===== src/verilog/sys_ctrl_regs.svh =====
`ifndef SYS_CTRL_REGS_SVH
`define SYS_CTRL_REGS_SVH
// ==========================================
// Register byte addresses
`define ADDR_NVM_COUNT 7'h00
`define ADDR_PIN_IO 7'h1A
`define ADDR_MISC 7'h1C
`define ADDR_SLEEP 7'h24
`define ADDR_DIAG 7'h26
`define ADDR_CMD 7'h28
`define ADDR_LOT1 7'h32
`define ADDR_LOT2 7'h34
`define ADDR_LOT3 7'h36
`define ADDR_PART 7'h38
`define ADDR_SERIAL 7'h3A
// ==========================================
// Reset values
`define RST_PIN_IO 16'h0000
`define RST_MISC 16'h0006
`define RST_SLEEP 8'h00
`define RST_NVM_COUNT 16'h0000
// ==========================================
// Field positions
`define CMD_SWRESET 7
`define CMD_FLASH 3
`define CMD_RESTORE 1
`define CMD_BIAS 0
`define CMD_MASK 8'h8B
`define CMD_NVM_MASK 8'h0B
`define MISC_CKSUM 11
`define MISC_SELFTEST 10
`define MISC_NOCOMP 7
`define MISC_DR_EN 2
`define MISC_DR_POL 1
`define MISC_DR_SEL 0
`define DIAG_ALARM1 8
`define DIAG_CKSUM 6
`define DIAG_SELFTEST 5
`define DIAG_RANGE 4
`define DIAG_SPI 3
`define DIAG_FLASH 2
`define PIN_LEVEL_LSB 8
`define SLEEP_FOREVER 8'hFF
// ==========================================
// Timing
`define CLK_MHZ 200
`define DRDY_MIN_US 100
`define DRDY_MAX_US 200
`define SLEEP_LSB_MS 500
`define OP_TIME_US 1000
`endif


===== src/verilog/sys_ctrl_pkg.sv =====
package sys_ctrl_pkg;
    typedef struct packed {
        logic write;
        logic [6:0] addr;
        logic [7:0] data;
    } spi_word_t;
    typedef struct packed {
        logic sclk;
        logic cs_n;
        logic din;
    } spi_pins_t;
    typedef struct packed {
        logic enable;
        logic active_high;
        logic line2;
    } line_cfg_t;
    typedef enum logic [3:0] {
        OP_IDLE = 4'b0001,
        OP_CMD = 4'b0010,
        OP_SELFTEST = 4'b0100,
        OP_CKSUM = 4'b1000
    } op_state_t;
endpackage


===== src/verilog/sys_ctrl.sv =====
`timescale 1ns/100ps
`include "sys_ctrl_regs.svh"
// Functional notes
// - Command trigger bits start an operation and self-clear when it ends.
// - Command bit 7 discards data, reloads registers from stored values, restarts.
// - Command bit 3 flash update, 1 factory restore, 0 bias correction; bits 2, 4, 5 and 6 unused.
// - A sixteen-bit counter of nonvolatile writes is readable by software.
// - Command bits 3, 1 or 0, alone or together, cause one nonvolatile write and count per command.
// - Control bit 11 checks program memory sum; mismatch sets checksum flag.
// - Memory-test trigger clears itself when the checksum finishes.
// - Data ready claims line 1 or 2 first, alarm second, pin register last.
// - Pin register drives lines 3 and 4, and lines 1 and 2 when free.
// - Control bit 2 enables data ready, bit 1 polarity, bit 0 line.
// - Control register resets to 0x0006: data ready on, high, line 1.
// - Data-ready pulse lasts between 100 and 200 microseconds.
// - Control bit 7 set turns sensor compensation off.
// - Pin register low bits: one makes a line output, zero input.
// - Pin register bits 8 to 11 set levels of lines 1 to 4.
// - Reading bit 8 returns line 1 level when it is an input.
// - Control bit 10 runs self test; result goes to self-test flag.
// - Self-test trigger clears itself when the routine finishes.
// - Writing 0xFF to sleep low byte sleeps until a wake event.
// - Chip select falling, reset pin or power cycle ends sleep.
// - Sleep values 0x00 to 0xFE sleep that many half seconds.
// - Reading status returns then clears flags; persisting ones set again.
// - Alarm indicator select picks line 2 when one, line 1 when zero.
module sys_ctrl #(
    parameter int OP_CYCLES = `OP_TIME_US * `CLK_MHZ,
    parameter int DRDY_CYCLES = ((`DRDY_MIN_US + `DRDY_MAX_US) / 2) * `CLK_MHZ,
    parameter int SLEEP_UNIT_CYCLES = `SLEEP_LSB_MS * 1000 * `CLK_MHZ,
    // Identity values are arbitrary
    parameter logic [15:0] PART_CODE = 16'h1234,
    parameter logic [15:0] LOT_CODE_1 = 16'h0001,
    parameter logic [15:0] LOT_CODE_2 = 16'h0002,
    parameter logic [15:0] LOT_CODE_3 = 16'h0003,
    parameter logic [15:0] UNIT_SERIAL = 16'h0001
) (
    // Clock and reset
    input wire logic clk_in,
    input wire logic rst_in,
    // Serial port
    input wire sys_ctrl_pkg::spi_pins_t spi_in,
    output logic dout_out,
    // General-purpose lines
    input wire logic [3:0] io_in,
    output logic [3:0] io_out,
    output logic [3:0] io_oe_n_out,
    // Sensor core
    input wire logic sample_tick_in,
    input wire sys_ctrl_pkg::line_cfg_t alarm_cfg_in,
    input wire logic [1:0] alarm_active_in,
    input wire logic overrange_in,
    input wire logic flash_fail_in,
    input wire logic selftest_fail_in,
    input wire logic [15:0] mem_sum_in,
    input wire logic [15:0] factory_sum_in,
    output logic comp_off_out,
    output logic [3:0] cmd_start_out,
    output logic sleep_out
);
    import sys_ctrl_pkg::*;

    function automatic logic drive_level(input logic act, input logic hi);
        return hi ? act : ~act;
    endfunction

    // ==========================================
    // Pin synchronisers and serial framing
    spi_pins_t sync1_reg, sync2_reg, prev_reg;
    logic [3:0] io_sync1_reg, io_sync2_reg;
    logic [3:0] bit_cnt_reg;
    logic [14:0] rx_reg;
    logic [15:0] tx_reg, rd_word_reg, rd_next;
    logic dout_reg;
    spi_word_t frame;
    logic sclk_rise, sclk_fall, cs_fall, cs_rise, frame_done, wr, rd;
    logic [6:0] waddr;
    op_state_t op_state_reg;

    always_ff @(posedge clk_in or posedge rst_in) begin
        if (rst_in) begin
            sync1_reg <= 3'h6;
            sync2_reg <= 3'h6;
            prev_reg <= 3'h6;
            io_sync1_reg <= 4'h0;
            io_sync2_reg <= 4'h0;
        end else begin
            sync1_reg <= spi_in;
            sync2_reg <= sync1_reg;
            prev_reg <= sync2_reg;
            io_sync1_reg <= io_in;
            io_sync2_reg <= io_sync1_reg;
        end
    end

    assign sclk_rise = ~sync2_reg.cs_n & sync2_reg.sclk & ~prev_reg.sclk;
    assign sclk_fall = ~sync2_reg.cs_n & ~sync2_reg.sclk & prev_reg.sclk;
    assign cs_fall = prev_reg.cs_n & ~sync2_reg.cs_n;
    assign cs_rise = ~prev_reg.cs_n & sync2_reg.cs_n;
    assign frame_done = sclk_rise && bit_cnt_reg == 4'hF;
    assign frame = {rx_reg, sync2_reg.din};
    assign wr = frame_done & frame.write & (op_state_reg == OP_IDLE);
    assign rd = frame_done & ~frame.write;
    assign waddr = frame.addr;

    always_ff @(posedge clk_in or posedge rst_in) begin
        if (rst_in) begin
            bit_cnt_reg <= 4'h0;
            rx_reg <= 15'h0000;
        end else if (cs_fall) begin
            bit_cnt_reg <= 4'h0;
        end else if (sclk_rise) begin
            bit_cnt_reg <= bit_cnt_reg + 4'h1;
            rx_reg <= {rx_reg[13:0], sync2_reg.din};
        end
    end

    // Reply goes out in the frame after the read word
    always_ff @(posedge clk_in or posedge rst_in) begin
        if (rst_in) begin
            tx_reg <= 16'h0000;
            dout_reg <= 1'b0;
            rd_word_reg <= 16'h0000;
        end else begin
            if (rd)
                rd_word_reg <= rd_next;
            if (sclk_fall && bit_cnt_reg == 4'h0) begin
                dout_reg <= rd_word_reg[15];
                tx_reg <= {rd_word_reg[14:0], 1'b0};
            end else if (sclk_fall) begin
                dout_reg <= tx_reg[15];
                tx_reg <= {tx_reg[14:0], 1'b0};
            end
        end
    end
    assign dout_out = dout_reg;

    // ==========================================
    // Trigger operations
    logic [31:0] op_cnt_reg;
    logic [7:0] cmd_bits_reg;
    logic [3:0] cmd_start_reg;
    logic [15:0] nvm_count_reg;
    logic op_done, sw_reload, cmd_wr, cksum_wr, selftest_wr;

    assign cmd_wr = wr && waddr == `ADDR_CMD && (frame.data & `CMD_MASK) != 8'h00;
    assign cksum_wr = wr && waddr == (`ADDR_MISC + 7'h01) && frame.data[`MISC_CKSUM - 8];
    assign selftest_wr = wr && waddr == (`ADDR_MISC + 7'h01) && frame.data[`MISC_SELFTEST - 8];
    assign op_done = op_state_reg != OP_IDLE && op_cnt_reg == 32'h0;
    assign sw_reload = op_done && op_state_reg == OP_CMD && cmd_bits_reg[`CMD_SWRESET];

    always_ff @(posedge clk_in or posedge rst_in) begin
        if (rst_in) begin
            op_state_reg <= OP_IDLE;
            op_cnt_reg <= 32'h0;
            cmd_bits_reg <= 8'h00;
        end else begin
            unique case (op_state_reg)
                OP_IDLE: begin
                    op_cnt_reg <= 32'(OP_CYCLES - 1);
                    if (cmd_wr) begin
                        op_state_reg <= OP_CMD;
                        cmd_bits_reg <= frame.data & `CMD_MASK;
                    end else if (cksum_wr) begin
                        op_state_reg <= OP_CKSUM;
                    end else if (selftest_wr) begin
                        op_state_reg <= OP_SELFTEST;
                    end
                end
                OP_CMD, OP_SELFTEST, OP_CKSUM: begin
                    if (op_cnt_reg == 32'h0) begin
                        op_state_reg <= OP_IDLE;
                        cmd_bits_reg <= 8'h00;
                    end else begin
                        op_cnt_reg <= op_cnt_reg - 32'h1;
                    end
                end
            endcase
        end
    end

    // Counter survives software reset, as it tracks wear
    always_ff @(posedge clk_in or posedge rst_in) begin
        if (rst_in) begin
            nvm_count_reg <= `RST_NVM_COUNT;
            cmd_start_reg <= 4'h0;
        end else begin
            cmd_start_reg <= 4'h0;
            if (cmd_wr && op_state_reg == OP_IDLE &&
                (frame.data & `CMD_NVM_MASK) != 8'h00)
                nvm_count_reg <= nvm_count_reg + 16'h1;
            if (cmd_wr && op_state_reg == OP_IDLE)
                cmd_start_reg <= {frame.data[`CMD_SWRESET], frame.data[`CMD_FLASH],
                    frame.data[`CMD_RESTORE], frame.data[`CMD_BIAS]};
        end
    end
    assign cmd_start_out = cmd_start_reg;

    // ==========================================
    // Control registers
    logic [15:0] misc_reg, pin_io_reg;

    always_ff @(posedge clk_in or posedge rst_in) begin
        if (rst_in) begin
            misc_reg <= `RST_MISC;
        end else if (sw_reload) begin
            misc_reg <= `RST_MISC;
        end else if (wr && waddr == `ADDR_MISC) begin
            misc_reg[`MISC_NOCOMP] <= frame.data[`MISC_NOCOMP];
            misc_reg[2:0] <= frame.data[2:0];
        end
    end
    assign comp_off_out = misc_reg[`MISC_NOCOMP];

    always_ff @(posedge clk_in or posedge rst_in) begin
        if (rst_in) begin
            pin_io_reg <= `RST_PIN_IO;
        end else if (sw_reload) begin
            pin_io_reg <= `RST_PIN_IO;
        end else if (wr && waddr == `ADDR_PIN_IO) begin
            pin_io_reg[3:0] <= frame.data[3:0];
        end else if (wr && waddr == (`ADDR_PIN_IO + 7'h01)) begin
            pin_io_reg[11:8] <= frame.data[3:0];
        end
    end

    // ==========================================
    // Data ready pulse and line ownership
    logic [31:0] drdy_cnt_reg;
    logic drdy_active, sleeping_reg;
    logic [3:0] io_out_reg, io_oe_n_reg, io_out_next, io_oe_n_next;
    line_cfg_t dr_cfg;

    always_ff @(posedge clk_in or posedge rst_in) begin
        if (rst_in)
            drdy_cnt_reg <= 32'h0;
        else if (sample_tick_in && !sleeping_reg && drdy_cnt_reg == 32'h0)
            drdy_cnt_reg <= 32'(DRDY_CYCLES);
        else if (drdy_cnt_reg != 32'h0)
            drdy_cnt_reg <= drdy_cnt_reg - 32'h1;
    end
    assign drdy_active = drdy_cnt_reg != 32'h0;
    assign dr_cfg = misc_reg[2:0];

    always_comb begin
        for (int i = 0; i < 4; i++) begin
            io_oe_n_next[i] = ~pin_io_reg[i];
            io_out_next[i] = pin_io_reg[`PIN_LEVEL_LSB + i];
        end
        for (int i = 0; i < 2; i++) begin
            if (dr_cfg.enable && dr_cfg.line2 == i[0]) begin
                io_oe_n_next[i] = 1'b0;
                io_out_next[i] = drive_level(drdy_active, dr_cfg.active_high);
            end else if (alarm_cfg_in.enable && alarm_cfg_in.line2 == i[0]) begin
                io_oe_n_next[i] = 1'b0;
                io_out_next[i] = drive_level(|alarm_active_in, alarm_cfg_in.active_high);
            end
        end
    end

    always_ff @(posedge clk_in or posedge rst_in) begin
        if (rst_in) begin
            io_out_reg <= 4'h0;
            io_oe_n_reg <= 4'hF;
        end else begin
            io_out_reg <= io_out_next;
            io_oe_n_reg <= io_oe_n_next;
        end
    end
    assign io_out = io_out_reg;
    assign io_oe_n_out = io_oe_n_reg;

    // ==========================================
    // Sleep
    logic [7:0] sleep_reg, sleep_left_reg;
    logic [31:0] unit_cnt_reg;
    logic forever_reg;

    always_ff @(posedge clk_in or posedge rst_in) begin
        if (rst_in) begin
            sleep_reg <= `RST_SLEEP;
            sleeping_reg <= 1'b0;
            forever_reg <= 1'b0;
            sleep_left_reg <= 8'h00;
            unit_cnt_reg <= 32'h0;
        end else if (cs_fall && sleeping_reg) begin
            sleeping_reg <= 1'b0;
        end else if (sw_reload) begin
            sleep_reg <= `RST_SLEEP;
        end else if (wr && waddr == `ADDR_SLEEP) begin
            sleep_reg <= frame.data;
            forever_reg <= frame.data == `SLEEP_FOREVER;
            sleeping_reg <= frame.data != 8'h00;
            sleep_left_reg <= frame.data;
            unit_cnt_reg <= 32'(SLEEP_UNIT_CYCLES - 1);
        end else if (sleeping_reg && !forever_reg) begin
            if (unit_cnt_reg != 32'h0) begin
                unit_cnt_reg <= unit_cnt_reg - 32'h1;
            end else begin
                unit_cnt_reg <= 32'(SLEEP_UNIT_CYCLES - 1);
                sleep_left_reg <= sleep_left_reg - 8'h01;
                if (sleep_left_reg == 8'h01)
                    sleeping_reg <= 1'b0;
            end
        end
    end
    assign sleep_out = sleeping_reg;

    // ==========================================
    // Status flags, set wins over read clear
    logic [15:0] diag_reg, diag_set;
    logic diag_clear;

    always_comb begin
        diag_set = 16'h0000;
        if (sample_tick_in) begin
            diag_set[`DIAG_ALARM1 +: 2] = alarm_active_in;
            diag_set[`DIAG_RANGE] = overrange_in;
            diag_set[`DIAG_FLASH] = flash_fail_in;
        end
        if (op_done && op_state_reg == OP_CKSUM)
            diag_set[`DIAG_CKSUM] = mem_sum_in != factory_sum_in;
        if (op_done && op_state_reg == OP_SELFTEST)
            diag_set[`DIAG_SELFTEST] = selftest_fail_in;
        diag_set[`DIAG_SPI] = cs_rise && bit_cnt_reg != 4'h0;
    end
    assign diag_clear = rd && {frame.addr[6:1], 1'b0} == `ADDR_DIAG;

    always_ff @(posedge clk_in or posedge rst_in) begin
        if (rst_in)
            diag_reg <= 16'h0000;
        else
            diag_reg <= (diag_clear ? 16'h0000 : diag_reg) | diag_set;
    end

    // ==========================================
    // Read mux
    always_comb begin
        rd_next = 16'h0000;
        unique case ({frame.addr[6:1], 1'b0})
            `ADDR_NVM_COUNT: rd_next = nvm_count_reg;
            `ADDR_PIN_IO: begin
                rd_next = pin_io_reg;
                for (int i = 0; i < 4; i++)
                    if (!pin_io_reg[i])
                        rd_next[`PIN_LEVEL_LSB + i] = io_sync2_reg[i];
            end
            `ADDR_MISC: begin
                rd_next = misc_reg;
                rd_next[`MISC_CKSUM] = op_state_reg == OP_CKSUM;
                rd_next[`MISC_SELFTEST] = op_state_reg == OP_SELFTEST;
            end
            `ADDR_SLEEP: rd_next = {8'h00, sleep_reg};
            `ADDR_DIAG: rd_next = diag_reg;
            `ADDR_CMD: rd_next = {8'h00, cmd_bits_reg};
            `ADDR_LOT1: rd_next = LOT_CODE_1;
            `ADDR_LOT2: rd_next = LOT_CODE_2;
            `ADDR_LOT3: rd_next = LOT_CODE_3;
            `ADDR_PART: rd_next = PART_CODE;
            `ADDR_SERIAL: rd_next = UNIT_SERIAL;
            default: rd_next = 16'h0000;
        endcase
    end

    // ==========================================
    // Checks
    logic [31:0] dr_len_reg;
    always_ff @(posedge clk_in or posedge rst_in) begin
        if (rst_in)
            dr_len_reg <= 32'h0;
        else
            dr_len_reg <= drdy_active ? dr_len_reg + 32'h1 : 32'h0;
    end
endmodule


===== config.mk =====
export PLATFORM = sky130hd
export DESIGN_NAME = sys_ctrl
export DESIGN_NICKNAME = d
export VERILOG_FILES = /design/src/verilog/sys_ctrl_pkg.sv /design/src/verilog/sys_ctrl.sv
export VERILOG_INCLUDE_DIRS = /design/src /design/src/verilog
export SDC_FILE = /design/constraint.sdc
export NUM_CORES = 1
export LEC_CHECK = 0
export ABC_CLOCK_PERIOD_IN_PS = 17700
export BUFFER_PORTS_ARGS = -buffer_cell sky130_fd_sc_hd__clkbuf_2
export CAP_MARGIN = 10
export CELL_PAD_IN_SITES_DETAIL_PLACEMENT = 0
export CELL_PAD_IN_SITES_GLOBAL_PLACEMENT = 1
export CORE_MARGIN = 2
export CORE_UTILIZATION = 50
export DETAILED_ROUTE_END_ITERATION = 6
export PLACE_DENSITY = 0.87
export SYNTH_ARGS = -nofsm -noshare
export SYNTH_HDL_FRONTEND = slang
export SYNTH_SLANG_ARGS = --single-unit
export TNS_END_PERCENT = 5

===== constraint.sdc =====
create_clock -name clk_in -period 17.7 [get_ports clk_in]
set_input_delay 0 -clock clk_in [delete_from_list [all_inputs] [get_ports clk_in]]
set_output_delay 0 -clock clk_in [all_outputs]
set_load 0.05 [all_outputs]

==> results.toml, run 1 <==
[timing]
tns_ns = 0
setup_viol = 0
slew_headroom = 0.237
fin_worst_skew_ns = 0.0196
drv_slew = 0
rsz0062_at_grt = "false"
min_period_ns = 3.21
hold_viol_final = 0
worst_slew_pin_slew_ns = 1.14
max_freq_mhz = 312
fin_ws_ns = 14.49
min_period_over_period = 0.181

[yosys]
synth_fp_nets = 1218
ys_seq_area_frac = 0.507
synth_flop_cell = "dfrtp_1"
synthCells = 1158
synthTopCellsByCount = "223 x dfrtp_1, 116 x nor2_1, 80 x nand2_1"
async_flop_share = 1.00
synth_cell_type_count = 73
synth-edff-count = 0
yosys_register_bits = 236
netlist_area_um2 = 11700
netlist.area_leader.share = 0.478
yosysMostFrequentCell = "dfrtp_1"
synth_area_per_cell_um2 = 10.1
synthTopCellsByArea = "dfrtp_1 48%, xor2_1 4.9%, nor2_1 3.7%, dfstp_2 2.9%, mux2i_1 2.7%"
yosysWarnings = 0
synth.largest_area_cell = "dfrtp_1"

[die]
ios = 65
placementRows = 55
die_h_um = 157
core_area_um2 = 22800
dieArea_um2 = 24600
initial_core_util = 0.513
die_x_um = 157

[setup_path]
cp.required_ns = 18.16
crit_path_end_kind = "flip-flop"
cp_data_arrival_time_ns = 3.67
path_max_fanout = 24
start_kind = "flip-flop"
crit_type = "reg -> reg"

[cells_and_area]
fin_cells = 1552
multi_input_area_um2 = 5450
filler_cell_count = 1941
seqCellArea_um2 = 5920
syn2layout_area_growth_pct = 13.4
nets = 1280
layout-drive-gt1-share = 0.133
num_antenna_cells = 0

[clocking]
cts_buffers = 25
max-clock-path-buffers = 3
path_clk_slew_ns = 0.06
cts_max_level = 1
cts-root-buf = "clkbuf_16"
cts_tree = "built"
post_cts_resized = 0
clk_latency_ns = 0.53
cts.sinks = 236

[hold_path]
hold_class = "in -> reg"

[placed_design]
port_buffers = 64
dpl.cell_count = 1484
post-place-ws_ns = 14.49
gp_congestion = 0.833
hpwl_um = 17900

[global_routing]
grt_start_max_net_pins = 99
grt_pass1_vias = 8772
antenna_found_initial = 0
grtUsageTotal = 0.223
grt_pass1_wl_um = 44600
overflow = 0

[routing]
vias = 8943
drc_errors = 0
final_antenna_net_count = 0
drt-initial-drc-count = 768
routed_wl_um = 26600
wl_per_cell_um = 17.1
viasPerCell = 5.76
firstDrtPassIters = 5

[power_and_ir_drop]
power_density_nw_per_um2 = 85.3
p_leak_nw = 6.00
total_power_mw = 1.13
peakVddDrop_v = 0.0000593

[outcome]
status = "finished, final reports clean"

[job]
maxCapViolations = 0
==> cell type report <==
class                   instances  area share
clock buffers                  43      0.0584
clock inverters                 3     0.00142
inverters                      18     0.00567
multi-input cells             843       0.412
flip-flops and latches        236       0.447
well taps                     313      0.0296
repair buffers                 96      0.0465
==> cell usage in the layout, fill, tap and decap left out, types with 6 or more instances in the layout <==
cell type / instances
dfrtp_1: 223
nor2_1: 116
nand2_1: 80
xor2_1: 65
clkbuf_2: 64
a21oi_1: 60
nand3_1: 43
o21ai_0: 43
nor3_1: 42
nand4_1: 38
mux2i_1: 31
nor4_1: 27
clkbuf_16: 25
xnor2_1: 23
dlygate4sd3_1: 22
or3_1: 19
a22o_1: 18
inv_1: 17
nand2b_1: 16
mux2_2: 15
or4_1: 13
dfstp_2: 13
and3_1: 12
o31ai_1: 10
a31oi_1: 10
ha_1: 10
clkbuf_1: 10
buf_4: 10
nor2b_1: 9
and4_1: 9
and2_1: 9
a21o_1: 8
clkbuf_8: 8
nand3b_1: 7
nand4b_1: 7
nor4_2: 6
nor4b_1: 6
==> where the power goes <==
group	switching [mW]	internal (mW)
Clock	0.207	0.295
Combinational	0.0306	0.0228
Sequential	0.0205	0.554
==> stage by stage <==
step / cell area [um^2] / hold WS [ns] / utilization
final: 13200 / 0.105 / 0.582
after global routing: 13200 / 0.0957 / 0.582
after CTS: 13200 / 0.0876 / 0.582
after detailed placement: 12200 / 0.0916 / 0.537
after global placement: 12200 / 0.0898 / 0.537
after floorplan: 11700 / 0.00448 / -
==> routing by layer <==
metal  routed length, um  GRT usage  vias to the layer above
met2               12000      0.353                      186
li1                    -          -                     4339
met1               12900      0.327                     4379
met4                 511     0.0559                        0
met3                1180     0.0255                       39
met5                   0          0                        -
==> critical path, stage by stage, from the launching register on <==
cell and delay, ns:
dfrtp_1 0.41, nor4_1 0.49, and4b_1 0.34, or4b_1 0.85, nor2_1 0.81, o31a_1 0.24
==> final timing paths <==
check / slack [ns] / start / depth (start not counted) / endpoint
hold / removal: 0.10 / mem_sum_in[7] / 6 / diag_reg[6]$_DFF_PP0_
min in group asynchronous: 0.12 / rst_in / 3 / op_cnt_reg[19]$_DFFE_PP0P_
setup / recovery: 14.49 / op_cnt_reg[26]$_DFFE_PP0P_ / 5 / sleep_out$_DFFE_PP0P_
setup reg to reg: 14.49 / op_cnt_reg[26]$_DFFE_PP0P_ / 5 / sleep_out$_DFFE_PP0P_
max in group asynchronous: 16.15 / rst_in / 4 / pin_io_reg[8]$_DFFE_PP0P_
hold reg to reg: 0.35 / sync1_reg[0]$_DFF_PP0_ / 0 / frame[0]$_DFF_PP0_
==> cells by family after synthesis <==
kind of cell / count (synthesis) / share of synthesized area
buffers and inverters: 79 / 0.0288
adder cells (fa/ha/maj): 10 / 0.0107
AO/OA/AOI/OAI: 206 / 0.117
multiplexers: 47 / 0.0420
XOR/XNOR: 88 / 0.0660
flip-flops: 236 / 0.507
AND/OR/NAND/NOR: 492 / 0.229
==> timing repair <==
item / in CTS / in global routing
hold buffers: 22 / 0
hold endpoints to repair: 111 / 0
buffers inserted: 0 / 0
Note: power is estimated with default switching activity, not from simulation.
==> inputs of run 2 (changes only) <==
--- a/config.mk
+++ b/config.mk
@@ -6,15 +6,15 @@
 export SDC_FILE = /design/constraint.sdc
 export NUM_CORES = 1
 export LEC_CHECK = 0
-export ABC_CLOCK_PERIOD_IN_PS = 17700
+export ABC_CLOCK_PERIOD_IN_PS = 3200
 export BUFFER_PORTS_ARGS = -buffer_cell sky130_fd_sc_hd__clkbuf_2
 export CAP_MARGIN = 10
 export CELL_PAD_IN_SITES_DETAIL_PLACEMENT = 0
 export CELL_PAD_IN_SITES_GLOBAL_PLACEMENT = 1
 export CORE_MARGIN = 2
-export CORE_UTILIZATION = 50
+export CORE_UTILIZATION = 49
 export DETAILED_ROUTE_END_ITERATION = 6
-export PLACE_DENSITY = 0.87
+export PLACE_DENSITY = 0.86
 export SYNTH_ARGS = -nofsm -noshare
 export SYNTH_HDL_FRONTEND = slang
 export SYNTH_SLANG_ARGS = --single-unit
==> constraint.sdc (replaced) <==
create_clock -name clk_in -period 3.2 [get_ports clk_in]
set_input_delay 0 -clock clk_in [delete_from_list [all_inputs] [get_ports clk_in]]
set_output_delay 0 -clock clk_in [all_outputs]
set_load 0.05 [all_outputs]
==> run 2 against run 1 <==
Clock power grew to 6.7 times the previous value; via count grew 2.9%; sequential power grew to 5.5 times the previous value; worst setup slack got worse by 14 ns; global-route usage increased by 0.41 points; largest cell class unchanged; critical path depth did not move; die area is 2.0% higher; core utilization barely moved; first-iteration DRC count increased by 5.3%; clock-buffer cell count decreased by 7; flip-flop and latch count unchanged.
==> results.toml, run 2 (synthesized netlist as in run 1, its figures left out) <==
[outcome]
status = "finished, final reports clean"

[timing]
tns_ns = 0
max_freq_mhz = 345
fin_ws_ns = 0.302
setup_viol = 0
fin_worst_skew_ns = 0.0140
min_period_over_period = 0.906
drv_slew = 0
min_period_ns = 2.90
hold_viol_final = 0
worst_slew_pin_slew_ns = 0.906
rsz0062_at_grt = "false"
slew_headroom = 0.392

[setup_path]
cp_data_arrival_time_ns = 3.31
crit_type = "reg -> reg"
start_kind = "flip-flop"
r2r_setup_slack_ns = 0.30
rr_worst_depth = 5
cp.required_ns = 3.61
path_max_fanout = 9
r2r_start = "rx_reg[11]$_DFFE_PP0P_"
crit_path_end_kind = "flip-flop"
r2r_end = "diag_reg[2]$_DFF_PP0_"

[global_routing]
grt_start_max_net_pins = 141
grtUsageTotal = 0.227
grt_pass1_vias = 9084
overflow = 0
antenna_found_initial = 0
grt_pass1_wl_um = 46200

[power_and_ir_drop]
power_density_nw_per_um2 = 503
p_leak_nw = 6.22
peakVddDrop_v = 0.000409

[clocking]
postCtsSetupRepairBufs = 0
clk_latency_ns = 0.54
max-clock-path-buffers = 3
cts_buffers = 26
cts_tree = "built"
cts.sinks = 236
cts-root-buf = "clkbuf_16"
path_clk_slew_ns = 0.06
cts_max_level = 1

[placed_design]
post-place-ws_ns = 0.327
hpwl_um = 18100
port_buffers = 64
gp_congestion = 0.810

[cells_and_area]
syn2layout_area_growth_pct = 16.8
seqCellArea_um2 = 5920
multi_input_area_um2 = 5460
filler_cell_count = 1962
layout-drive-gt1-share = 0.156
layout_commonest_cell = "dfrtp_1"
nets = 1307
mostFrequentLayoutCells = "223 x dfrtp_1, 116 x nor2_1, 80 x nand2_1, 65 x xor2_1, 64 x clkbuf_2"
num_antenna_cells = 0

[routing]
final_antenna_net_count = 0
vias = 9205
viasPerCell = 5.80
wl_per_cell_um = 17.4
drt-initial-drc-count = 809
drc_errors = 0
routed_wl_um = 27600
firstDrtPassIters = 5

[die]
placementRows = 56
die_h_um = 158
dieArea_um2 = 25100
die_x_um = 158
initial_core_util = 0.498
core_area_um2 = 23500
ios = 65

[hold_path]
min_to = "drdy_cnt_reg[1]$_DFFE_PP0P_"
hold_class = "in -> reg"
hold_depth = 4
worstHoldStart = "sample_tick_in"

[job]
maxCapViolations = 0
==> run 2: critical path: stages, from the launching register on <==
cell           delay, ns
dfrtp_1             0.47
nor4b_1             0.48
and3_1              0.46
nand4_1             0.45
a22o_1              0.33
dlygate4sd3_1       0.57
==> run 2: worst max-delay path by stage <==
stage,to,start
after floorplan,bit_cnt_reg[0]$_DFFE_PP0P_,rst_in
after global placement,sleep_left_reg[3]$_DFFE_PP0P_,unit_cnt_reg[12]$_DFFE_PP0P_
after detailed placement,sleep_left_reg[3]$_DFFE_PP0P_,unit_cnt_reg[12]$_DFFE_PP0P_
after CTS,sleep_left_reg[3]$_DFFE_PP0P_,unit_cnt_reg[12]$_DFFE_PP0P_
after global routing,diag_reg[4]$_DFF_PP0_,rx_reg[11]$_DFFE_PP0P_
final,diag_reg[2]$_DFF_PP0_,rx_reg[11]$_DFFE_PP0P_
==> run 2: metrics by stage <==
step / util / cell area, um^2 / hold slack [ns] / cells / power [mW]
2_1_floorplan: - / 11700 / 0.00448 / 1158 / 3.39
3_3_place_gp: 0.531 / 12500 / 0.0479 / 1517 / 3.52
3_5_place_dp: 0.531 / 12500 / 0.0480 / 1517 / 3.53
4_1_cts: 0.581 / 13600 / 0.0165 / 1586 / 6.91
5_1_grt: 0.581 / 13600 / 0.0806 / 1586 / 7.09
6_report: 0.581 / 13600 / 0.0172 / 1586 / 6.86
==> run 2: routing by layer <==
metal  global-route usage  wire length (um)  part of all wire  vias up
met4               0.0562               644             0.023        0
li1                     -                 -                 -     4399
met3               0.0343              1280             0.046       49
met1                0.324             13000              0.47     4538
met5                    0                 0                 0        -
met2                0.365             12700              0.46      219
==> run 2: area by class of cell <==
| class | count | share of cell area |
|---|---|---|
| Sequential cell | 236 | 0.434 |
| Multi-Input combinational cell | 843 | 0.400 |
| Timing Repair Buffer | 122 | 0.0611 |
| Clock buffer | 36 | 0.0526 |
| Tap cell | 319 | 0.0292 |
| Clock inverter | 12 | 0.0181 |
| Inverter | 18 | 0.00523 |
==> run 2: repair_timing <==
| action | CTS | global route |
|---|---|---|
| setup endpoints to repair | 0 | 3 |
| hold buffers | 21 | 0 |
| hold endpoints to repair | 108 | 0 |
| resized for setup | 0 | 1 |
==> run 2: where the power goes <==
| part | internal (mW) | switching (mW) |
|---|---|---|
| registers | 3.06 | 0.0746 |
| logic | 0.141 | 0.212 |
| clock network | 2.13 | 1.24 |
==> inputs of run 3 (changes only) <==
--- a/config.mk
+++ b/config.mk
@@ -11,9 +11,9 @@
 export CAP_MARGIN = 10
 export CELL_PAD_IN_SITES_DETAIL_PLACEMENT = 0
 export CELL_PAD_IN_SITES_GLOBAL_PLACEMENT = 1
-export CORE_MARGIN = 2
 export CORE_UTILIZATION = 49
 export DETAILED_ROUTE_END_ITERATION = 6
+export GPL_TIMING_DRIVEN = 0
 export PLACE_DENSITY = 0.86
 export SYNTH_ARGS = -nofsm -noshare
 export SYNTH_HDL_FRONTEND = slang
==> run 3 against run 2 <==
Worst setup slack worse by 0.068 ns; combinational power up 7.1%; sequential power about the same; highest routed layer unchanged.
==> results.toml, run 3 (synthesized netlist as in run 1, its figures left out) <==
[setup_path]
crit_type = "reg -> reg"
critPathSlowestCell = "dlygate4sd3_1"
crit_path_end_kind = "flip-flop"
path_cells = "buf_2 > nor4b_1 > and3_1 > clkbuf_1 > nand4_1 > a22o_1 > dlygate4sd3_1"
cpPeakStageDelay_ns = 0.56
path_max_fanout = 9
cp.required_ns = 3.62
cp_data_arrival_time_ns = 3.38
r2r_setup_slack_ns = 0.23
r2r_end = "diag_reg[9]$_DFF_PP0_"
r2r_start = "rx_reg[11]$_DFFE_PP0P_"
rr_worst_depth = 7
crit_buf_inv = 3
start_kind = "flip-flop"
cp_top_family = "simple AND/OR/NAND/NOR gates"

[cells_and_area]
layout_commonest_cell = "dfrtp_1"
syn2layout_area_growth_pct = 17.0
num_antenna_cells = 0
layout-drive-gt1-share = 0.143
nets = 1338
fin_util = 0.584
mostFrequentLayoutCells = "223 x dfrtp_1, 116 x nor2_1, 80 x nand2_1, 65 x xor2_1, 64 x clkbuf_2"

[die]
die_x_um = 156
initial_core_util = 0.499
die_h_um = 156
placementRows = 56
dieArea_um2 = 24500
ios = 65
core_area_um2 = 23400

[clocking]
cts-root-buf = "clkbuf_16"
cts_buffers = 26
postCtsSetupRepairBufs = 0
cts_max_level = 1
path_clk_slew_ns = 0.06
max-clock-path-buffers = 3
cts.sinks = 236
cts_tree = "built"
clk_latency_ns = 0.54

[power_and_ir_drop]
total_power_mw = 6.65
power_density_nw_per_um2 = 487
p_leak_nw = 6.21
peakVddDrop_v = 0.000425

[timing]
hold_viol_final = 0
max_freq_mhz = 337
fin_ws_ns = 0.234
min_period_over_period = 0.927
drv_slew = 0
fin_hold_ws_ns = 0.0628
worst_slew_pin_slew_ns = 1.06
min_period_ns = 2.97
slew_headroom = 0.288
fin_worst_skew_ns = 0.0170
rsz0062_at_grt = "false"
setup_viol = 0
tns_ns = 0

[hold_path]
hold_depth = 6
min_to = "diag_reg[6]$_DFF_PP0_"
hold_class = "in -> reg"
worstHoldStart = "mem_sum_in[11]"

[placed_design]
port_buffers = 64
gp_congestion = 0.842
post-place-ws_ns = 0.330
hpwl_um = 19400

[global_routing]
overflow = 0
grt_pass1_wl_um = 46900
grtUsageTotal = 0.236
grt_pass1_vias = 9229
antenna_found_initial = 0
grt_start_max_net_pins = 43

[routing]
viasPerCell = 5.73
final_antenna_net_count = 0
wl_per_cell_um = 17.2
drt-initial-drc-count = 695
drc_errors = 0
firstDrtPassIters = 5
vias = 9263
routed_wl_um = 27800

[job]
maxCapViolations = 0

[outcome]
status = "finished, final reports clean"
==> run 3: cell types whose count changed in the layout (fill, tap and decap cells not counted), sizes merged <==
cell	before	now
clkinvlp	1	2
bufinv	7	3
buf	37	30
clkbuf	100	139
clkinv	5	6
dlygate4sd3	21	22
==> run 3: per-stage QoR <==
step	cells	instance area [um^2]
finish	1617	13700
global route	1617	13700
detailed placement	1547	12500
global placement	1541	12400
CTS	1617	13700
floorplan	1158	11700
==> run 3: metal layers <==
layer,track usage,vias to the layer above,routed length (um)
li1,-,4454,-
met5,0,-,0
met1,0.339,4583,13200
met4,0.0574,0,562
met2,0.385,190,12900
met3,0.0227,36,1090
==> run 3: where the power goes <==
| group | switching (mW) | internal, mW | total, mW |
|---|---|---|---|
| Combinational | 0.233 | 0.145 | 0.378 |
| Sequential | 0.0592 | 3.07 | 3.12 |
| Clock | 1.21 | 1.94 | 3.15 |
==> run 3: worst max-delay path by stage <==
stage / startpoint / end / slack [ns] / depth (start not counted)
finish: rx_reg[11]$_DFFE_PP0P_ / diag_reg[9]$_DFF_PP0_ / 0.23 / 7
global route: rx_reg[11]$_DFFE_PP0P_ / diag_reg[2]$_DFF_PP0_ / 0.02 / 7
CTS: rx_reg[11]$_DFFE_PP0P_ / diag_reg[2]$_DFF_PP0_ / 0.24 / 7
detailed placement: sync2_reg[1]$_DFF_PP1_ / unit_cnt_reg[22]$_DFFE_PP0P_ / 0.33 / 7
global placement: rst_in / op_cnt_reg[13]$_DFFE_PP0P_ / -1.34 / 2
floorplan: rst_in / bit_cnt_reg[0]$_DFFE_PP0P_ / 0.12 / 1
==> run 3: worst min-delay path, cell delays in order <==
cell	delay [ns]
clkbuf_2	0.09
xor2_1	0.12
nor4_1	0.06
nand4_1	0.08
nand2_1	0.05
o21ai_0	0.15
==> run 3: layout make-up <==
class,instances,area [um^2]
tap,319,399
fill,2050,9730
inverter,18,71.3
clock buffer,38,786
multi-input combinational,843,5420
timing repair buffer,92,661
buffer,61,269
clock inverter,10,139
sequential,236,5920
==> run 3: what timing repair did <==
action / CTS / global route
hold endpoints to repair: 60 / 0
hold buffers: 22 / 0
gates resized for setup: 0 / 0
